==> config.mk <==
export PLATFORM = sky130hd
export DESIGN_NAME = psc_speedup_control
export DESIGN_NICKNAME = d
export VERILOG_FILES = /design/src/core/psc_timeout_counter.v /design/src/core/psc_speedup_control.v
export VERILOG_INCLUDE_DIRS = /design/src /design/src/shared
export SDC_FILE = /design/constraint.sdc
export NUM_CORES = 1
export LEC_CHECK = 0
export ABC_CLOCK_PERIOD_IN_PS = 5100
export BUFFER_PORTS_ARGS = -buffer_cell sky130_fd_sc_hd__buf_2
export CAP_MARGIN = 0
export CELL_PAD_IN_SITES_DETAIL_PLACEMENT = 1
export CELL_PAD_IN_SITES_GLOBAL_PLACEMENT = 1
export CORE_AREA = 10 10 93 95
export CTS_CLUSTER_SIZE = 20
export DETAILED_ROUTE_END_ITERATION = 10
export DIE_AREA = 0 0 103 105
export GPL_TIMING_DRIVEN = 0
export PLACE_DENSITY = 0.72
export SYNTH_ARGS = -nofsm -noshare
export SYNTH_HDL_FRONTEND = slang
export SYNTH_SLANG_ARGS = --single-unit
export TNS_END_PERCENT = 5
==> constraint.sdc <==
create_clock -name mclk -period 5.1 [get_ports mclk]
set_input_delay 1.53 -clock mclk [delete_from_list [all_inputs] [get_ports mclk]]
set_output_delay 1.53 -clock mclk [all_outputs]
set_load 0.02 [all_outputs]
==> src/shared/psc_regs.vh <==
// register field layout, reset values and codes of the speed-up and test control words
`ifndef PSC_REGS_VH
`define PSC_REGS_VH
`define PSC_SEL_SPEEDUP 4'hD
`define PSC_SEL_TEST 4'hF
`define PSC_SEL_LSB 0
`define PSC_SEL_MSB 3
`define PSC_TOC_LSB 4
`define PSC_TOC_MSB 17
`define PSC_CPF_LSB 18
`define PSC_CPF_MSB 21
`define PSC_SLIP_LSB 22
`define PSC_SLIP_MSB 23
`define PSC_PREDIV_BIT 4
`define PSC_AUXRST_BIT 5
`define PSC_MAINRST_BIT 6
`define PSC_MAINTRI_BIT 7
`define PSC_AUXTRI_BIT 8
`define PSC_TOC_RST 14'h0000
`define PSC_CPF_RST 4'h0
`define PSC_SLIP_RST 2'h0
`define PSC_TOC_HIZ 14'h0000
`define PSC_TOC_MANUAL 14'h0001
`define PSC_TOC_LOW 14'h0002
`define PSC_TOC_HIGH 14'h0003
`define PSC_TOC_AUTO_MIN 14'h0004
`define PSC_LD_DIV 2'h3
`endif

==> src/core/psc_timeout_counter.v <==
// speed-up time-out counter, counts main-loop comparison cycles
`timescale 1ns/1ps
`default_nettype none
module psc_timeout_counter (
  input wire mclk,
  input wire rst_n,
  input wire start,
  input wire [13:0] timeout,
  input wire cmpTick,
  output wire active
);
  reg [14:0] count_q;
  reg [14:0] count_d;

  // load twice the time-out on start, count down on each comparison cycle
  always @* begin
    count_d = count_q;
    if (start) begin
      count_d = {timeout, 1'b0};
    end else if (cmpTick && (count_q != 15'h0000)) begin
      count_d = count_q - 15'h0001;
    end
  end

  always @(posedge mclk) begin
    if (!rst_n) begin
      count_q <= 15'h0000;
    end else begin
      count_q <= count_d;
    end
  end

  assign active = (count_q != 15'h0000);
endmodule
`default_nettype wire

==> src/core/psc_speedup_control.v <==
// speed-up, slip reduction, lock-detect and counter test control words
//
// Operation
// time-out 0, 2 or 3 disables speed-up; pin hi-z for 0, low for 2, high for 3.
// time-out 1 drives pin low and forces speed-up on without time-out.
// time-out 4..16383 enables automatic speed-up; pin shows speed-up state.
// automatic speed-up lasts twice the time-out in comparison cycles.
// speed-up pump current is code plus one times unit current.
// slip reduction code 0,1,2,3 gives sample factor 1, 1/2, 1/4, 1/16.
// pre-divide bit divides main comparison rate by 4 for lock detect.
// host should set pre-divide above 20 MHz main comparison with lock detect.
// auxiliary clear bit resets auxiliary counters and floats auxiliary pump.
// main clear bit resets main counters and floats main pump.
// counter reset is applied automatically at every power-up.
// main float bit floats main pump while counters keep running.
// auxiliary float bit floats auxiliary pump while counters keep running.
// host keeps clear bits low in normal operation.
// frequency write starts time-out; speed-up settings apply while counting.
`timescale 1ns/1ps
`default_nettype none
`include "psc_regs.vh"
module psc_speedup_control (
  input wire mclk,
  input wire rst_n,
  input wire wordStrobe,
  input wire [23:0] wordData,
  input wire freqWordWrite,
  input wire powerUp,
  input wire mainCmpTick,
  input wire [3:0] steadyPumpCode,
  output reg speedupPinOut,
  output reg speedupPinOe_n,
  output reg speedupActive,
  output reg [4:0] pumpMultiple,
  output reg [4:0] sampleDivide,
  output reg lockDetTick,
  output reg mainCounterReset,
  output reg auxCounterReset,
  output reg mainPumpFloat,
  output reg auxPumpFloat
);
  reg [13:0] timeout_q;
  reg [3:0] pumpCode_q;
  reg [1:0] slipCode_q;
  reg prediv_q;
  reg auxClear_q;
  reg mainClear_q;
  reg mainTri_q;
  reg auxTri_q;
  reg puReset_q;
  reg [1:0] ldCount_q;
  wire timerActive;
  wire autoMode;
  wire manualMode;
  wire speedupOn;
  wire speedWordTake;
  wire testWordTake;

  // decode the slip reduction code into a divide factor
  function [4:0] slipFactor;
    input [1:0] code;
    begin
      case (code)
        2'h0: slipFactor = 5'h01;
        2'h1: slipFactor = 5'h02;
        2'h2: slipFactor = 5'h04;
        default: slipFactor = 5'h10;
      endcase
    end
  endfunction

  // turn a pump code into its current multiple, 1x through 16x
  function [4:0] pumpFactor;
    input [3:0] code;
    begin
      pumpFactor = {1'b0, code} + 5'h01;
    end
  endfunction

  // true when the select bits of a word carry the given code
  function selIs;
    input [23:0] word;
    input [3:0] code;
    begin
      selIs = (word[`PSC_SEL_MSB:`PSC_SEL_LSB] == code);
    end
  endfunction

  // a word is taken on its strobe when its select bits match
  assign speedWordTake = wordStrobe & selIs(wordData, `PSC_SEL_SPEEDUP);
  assign testWordTake = wordStrobe & selIs(wordData, `PSC_SEL_TEST);

  // capture the speed-up word: time-out, pump code and slip code
  always @(posedge mclk) begin
    if (!rst_n) begin
      timeout_q <= `PSC_TOC_RST;
      pumpCode_q <= `PSC_CPF_RST;
      slipCode_q <= `PSC_SLIP_RST;
    end else if (speedWordTake) begin
      timeout_q <= wordData[`PSC_TOC_MSB:`PSC_TOC_LSB];
      pumpCode_q <= wordData[`PSC_CPF_MSB:`PSC_CPF_LSB];
      slipCode_q <= wordData[`PSC_SLIP_MSB:`PSC_SLIP_LSB];
    end
  end

  // capture the test word; clear and float bits default to normal use
  always @(posedge mclk) begin
    if (!rst_n) begin
      prediv_q <= 1'b0;
      auxClear_q <= 1'b0;
      mainClear_q <= 1'b0;
      mainTri_q <= 1'b0;
      auxTri_q <= 1'b0;
    end else if (testWordTake) begin
      prediv_q <= wordData[`PSC_PREDIV_BIT];
      auxClear_q <= wordData[`PSC_AUXRST_BIT];
      mainClear_q <= wordData[`PSC_MAINRST_BIT];
      mainTri_q <= wordData[`PSC_MAINTRI_BIT];
      auxTri_q <= wordData[`PSC_AUXTRI_BIT];
    end
  end

  // one-cycle counter reset pulse on each power-up; reset itself counts
  // as a power-up, so both loops leave reset with counters cleared
  always @(posedge mclk) begin
    if (!rst_n) begin
      puReset_q <= 1'b1;
    end else begin
      puReset_q <= powerUp;
    end
  end

  assign autoMode = (timeout_q >= `PSC_TOC_AUTO_MIN);
  assign manualMode = (timeout_q == `PSC_TOC_MANUAL);
  assign speedupOn = manualMode | (autoMode & timerActive);

  // time-out counter restarted by each frequency word in automatic mode
  // outside automatic mode the count is not restarted but still runs down on ticks, and its state is unused
  psc_timeout_counter timer (
    .mclk(mclk),
    .rst_n(rst_n),
    .start(freqWordWrite & autoMode),
    .timeout(timeout_q),
    .cmpTick(mainCmpTick),
    .active(timerActive)
  );

  // comparison ticks counted modulo four for the lock detect divider
  always @(posedge mclk) begin
    if (!rst_n) begin
      ldCount_q <= 2'h0;
    end else if (mainCmpTick) begin
      ldCount_q <= ldCount_q + 2'h1;
    end
  end

  // lock detect tick: every tick, or every fourth when pre-divided
  always @(posedge mclk) begin
    if (!rst_n) begin
      lockDetTick <= 1'b0;
    end else begin
      lockDetTick <= mainCmpTick &
        (!prediv_q || (ldCount_q == `PSC_LD_DIV));
    end
  end

  // speed-up pin: dedicated in automatic mode, general-purpose otherwise
  always @(posedge mclk) begin
    if (!rst_n) begin
      speedupPinOut <= 1'b0;
      speedupPinOe_n <= 1'b1;
    end else if (autoMode) begin
      speedupPinOut <= timerActive;
      speedupPinOe_n <= 1'b0;
    end else begin
      case (timeout_q)
        `PSC_TOC_HIZ: begin
          speedupPinOut <= 1'b0;
          speedupPinOe_n <= 1'b1;
        end
        `PSC_TOC_MANUAL: begin
          speedupPinOut <= 1'b0;
          speedupPinOe_n <= 1'b0;
        end
        `PSC_TOC_LOW: begin
          speedupPinOut <= 1'b0;
          speedupPinOe_n <= 1'b0;
        end
        default: begin
          speedupPinOut <= 1'b1;
          speedupPinOe_n <= 1'b0;
        end
      endcase
    end
  end

  // speed-up pump current and slip reduction follow the speed-up state
  always @(posedge mclk) begin
    if (!rst_n) begin
      speedupActive <= 1'b0;
      pumpMultiple <= 5'h01;
      sampleDivide <= 5'h01;
    end else begin
      speedupActive <= speedupOn;
      pumpMultiple <= speedupOn ? pumpFactor(pumpCode_q)
        : pumpFactor(steadyPumpCode);
      sampleDivide <= speedupOn ? slipFactor(slipCode_q) : 5'h01;
    end
  end

  // counter resets and pump floats, also raised by a power-up
  always @(posedge mclk) begin
    if (!rst_n) begin
      mainCounterReset <= 1'b1;
      auxCounterReset <= 1'b1;
      mainPumpFloat <= 1'b1;
      auxPumpFloat <= 1'b1;
    end else begin
      mainCounterReset <= mainClear_q | puReset_q;
      auxCounterReset <= auxClear_q | puReset_q;
      mainPumpFloat <= mainClear_q | mainTri_q | puReset_q;
      auxPumpFloat <= auxClear_q | auxTri_q | puReset_q;
    end
  end
endmodule
`default_nettype wire

==> qor.csv <==
stage,metric,value,unit
logic_synthesis,Post-Synthesis Net Count,335,
layout,ratio of cells with drive above 1 in the final layout,22.16,%
logic_synthesis,"Cell Area, Synth",0.002671,sq mm
clock_network,clk slew on worst S/H paths,70,ps
critical_path,origin of the critical flop-to-flop path,timer.count_q[10]$_SDFFE_PN0P_,
detailed_routing,total number of vias,2413,
logic_synthesis,Post-synth ARST share,0,%
critical_path,start-to-end type of the worst setup path,register to register,
layout,Area Overhead vs Synth,20.84,%
logic_synthesis,post-synth top area share,44.96,%
die,DIE WIDTH,103,um
detailed_routing,wire length reported by the detailed router,7469,um
layout,number of antenna repair diodes,0,
layout,Final Net Count,394,
timing,final period utilization,60.53,%
critical_path,largest fanout on the critical path,10,
global_route,global route total overflow,0,
min_path,Hold/Removal Path Class,register to register,
clock_network,clock tree sinks,60,
logic_synthesis,count of state elements after synthesis,60,
logic_synthesis,ranking of synthesized cells by area,"dfxtp_1, o21ai_0, a21oi_1, nand2_1, or4_1",
place,PortBufs,48,
die,top-level I/O count,52,
timing,measured slew at the worst slew-check pin,594.4,ps
critical_path,Reg-to-Reg End,pumpMultiple[2]$_SDFF_PN0_,
critical_path,data arrival at the endpoint of the critical path,3360,ps
clock_network,maximum root-to-sink buffer count,2,
critical_path,critical path launch point type,register,
logic_synthesis,most area-hungry cell type in the Yosys netlist,dfxtp_1,
timing,Fin Hold WS,464.7,ps
global_route,pin count of the biggest net entering global routing,12,
timing,top achievable clock speed,323.9,MHz
logic_synthesis,number of synthesis warnings,0,
critical_path,depth of the worst register-to-register path,9,
job,number of max-cap violations,0,
logic_synthesis,number of distinct library cells after synthesis,53,
die,standard cell core area,0.006756,sq mm
critical_path,Critical Path End Type,register,
die,Starting Density,39.54,%
layout,Multi-input gate area,0.001356,sq mm
global_route,first-pass GRT wire length,12380,um
layout,Filler Cell Count,799,
timing,setup violators final,0,
detailed_routing,count of routing violations after the opening detailed-route iteration,77,
logic_synthesis,most common flop cell mapped by yosys,dfxtp_1,
die,Total Die Area,0.01082,sq mm
global_route,total global-route track usage,14.31,%
timing,post-layout minimum cycle time,3087,ps
critical_path,critical path data required time,5370,ps
place,detailed-placement wirelength estimate,5792,um
layout,most frequent standard cell in the layout excluding fill and tap cells,dfxtp_1,
pwr,VDD IR-drop max,0.1854,mV
status,status,"complete, no violations",
detailed_routing,number of DRC violations after detailed routing,0,
clock_network,hold_buf cts,0,
layout,combined flip-flop and latch cell area,0.001201,sq mm
global_route,via count of the first global-routing pass,2468,
timing,setup TNS,0,ps
place,final RePlAce weighted congestion,0.8028,
detailed_routing,Post-DRT Antenna Nets,0,
clock_network,level count of the clock H-tree,3,
timing,number of failing hold endpoints at the final stage,0,
layout,post-route core utilization,47.78,%
logic_synthesis,number of flops mapped to enable cells by yosys,0,
timing,RSZ-0062 raised after global routing,no,
detailed_routing,routed via count divided by cell count,5.472,
logic_synthesis,post-synthesis area per instance,8.994,sq um
global_route,initial antenna violation count,0,
clock_network,CTS Buf Count,9,
timing,Fin Clk Skew,8.431,ps
clock_network,post-CTS setup buffer count,0,
pwr,power density over cell area,487.1,mW/mm^2
detailed_routing,first-pass detailed-route iteration total,4,
clock_network,Post-CTS Resized,0,
timing,worst-case headroom to the max-slew limit,60.01,%
pwr,leakage power figure,0.001289,uW
clock_network,master cell of the clock root buffer,clkbuf_8,
critical_path,worst setup path startpoint,timer.count_q[10]$_SDFFE_PN0P_,
layout,"commonest cells after routing, fill and taps aside","dfxtp_1, buf_2, o21ai_0",
die,number of standard-cell rows in the floorplan,30,
clock_network,clock latency of the later-clocked register in the worst-skew pair,350,ps
timing,Max Slew Vio Count,0,
critical_path,register-to-register setup slack,2010,ps
logic_synthesis,Post-Syn Instances,297,
clock_network,CTS tree,done,
critical_path,capture point of the worst path,pumpMultiple[2]$_SDFF_PN0_,
logic_synthesis,register area share after synthesis,44.96,%
die,DIE HEIGHT,105,um
detailed_routing,final routed wire length divided by cell count,16.94,um
==> registers in the layout, summed over array words and instances, names as in the netlist, 2 cells and up <==
| name | flops |
|---|---|
| slipCode_q | 2 |
| pumpMultiple | 5 |
| timer.count_q | 15 |
| sampleDivide | 4 |
| ldCount_q | 2 |
| timeout_q | 14 |
| pumpCode_q | 4 |
==> worst min path at each step <==
stage                           start                       end  slack, ps  depth (start not counted)
3_5_place_dp   mainTri_q$_SDFFE_PN0P_  mainPumpFloat$_SDFF_PN1_        450                          1
4_1_cts         auxTri_q$_SDFFE_PN0P_   auxPumpFloat$_SDFF_PN1_        460                          1
6_report       mainTri_q$_SDFFE_PN0P_  mainPumpFloat$_SDFF_PN1_        460                          1
3_3_place_gp   mainTri_q$_SDFFE_PN0P_  mainPumpFloat$_SDFF_PN1_        420                          1
2_1_floorplan   prediv_q$_SDFFE_PN0P_    lockDetTick$_SDFF_PN0_        400                          1
5_1_grt         auxTri_q$_SDFFE_PN0P_   auxPumpFloat$_SDFF_PN1_        490                          1
==> cell type report <==
| cell class | count | share of cell area, % |
|---|---|---|
| multi-input combinational | 210 | 42.02 |
| sequential | 60 | 37.21 |
| timing repair buffer | 48 | 7.442 |
| clock buffer | 10 | 3.953 |
| tap | 80 | 3.101 |
| buffer | 21 | 2.829 |
| clock inverter | 6 | 2.752 |
| inverter | 6 | 0.6977 |
==> per-layer routing <==
layer	vias up	share of wire (%)	GRT usage [%]
li1	1220	-	-
met1	1137	49	18.87
met2	45	44	21.15
met3	11	4.6	3.426
met4	0	2.0	6.859
met5	-	0	0
==> synthesized netlist by cell type, drive strengths merged (2+ instances only) <==
master,instances
a211oi,5
a21oi,22
a311oi,2
a31oi,8
and2,3
and4,2
and4b,2
buf,5
clkbuf,16
dfxtp,60
ha,4
inv,6
mux2,2
mux2i,8
nand2,24
nand2b,3
nand3,4
nand3b,3
nand4,2
nor2,15
nor2b,2
nor3,2
nor4,7
o2111ai,3
o211a,2
o211ai,2
o21ai,33
o31ai,8
o41ai,3
or2,6
or3,6
or4,12
xnor2,3
xor2,4
==> per-stage QoR <==
step | total power [uW] | area (sq um) | cells | worst slack, ps
2_1_floorplan | 984.6 | 2671 | 297 | 2069
3_3_place_gp | 1096 | 3012 | 425 | 1903
3_5_place_dp | 1116 | 3012 | 425 | 1867
4_1_cts | 1586 | 3228 | 441 | 2011
5_1_grt | 1679 | 3228 | 441 | 1820
6_report | 1572 | 3228 | 441 | 2013
==> power breakdown <==
group	switching, uW	leakage [uW]	internal, uW	total, uW
Clock	192	0.000102	275	467
Sequential	57.9	0.000489	532	590
Combinational	306	0.000697	209	516
==> critical path, stage by stage (launching register included) <==
cell	delay (ps)
dfxtp_1	360
or4_4	550
buf_6	160
nor4_4	570
a21oi_2	240
mux2_4	340
ha_1	240
nand3b_1	170
a221o_1	310
o211ai_1	80
==> cell families (layout without fill, tap and decap cells) <==
kind of cell    after synthesis  count (layout)  share of synthesized area (%)
buf+inv                      27              91                          4.262
other cells                   1               1                         0.1404
simple gates                 97              97                          21.22
xor+xnor                      7               7                          2.295
flops                        60              60                          44.96
mux                          10              10                          3.981
fa+ha+maj                     4               4                          1.874
compound gates               91              91                          21.27
Power figures use the tool's default switching activity.
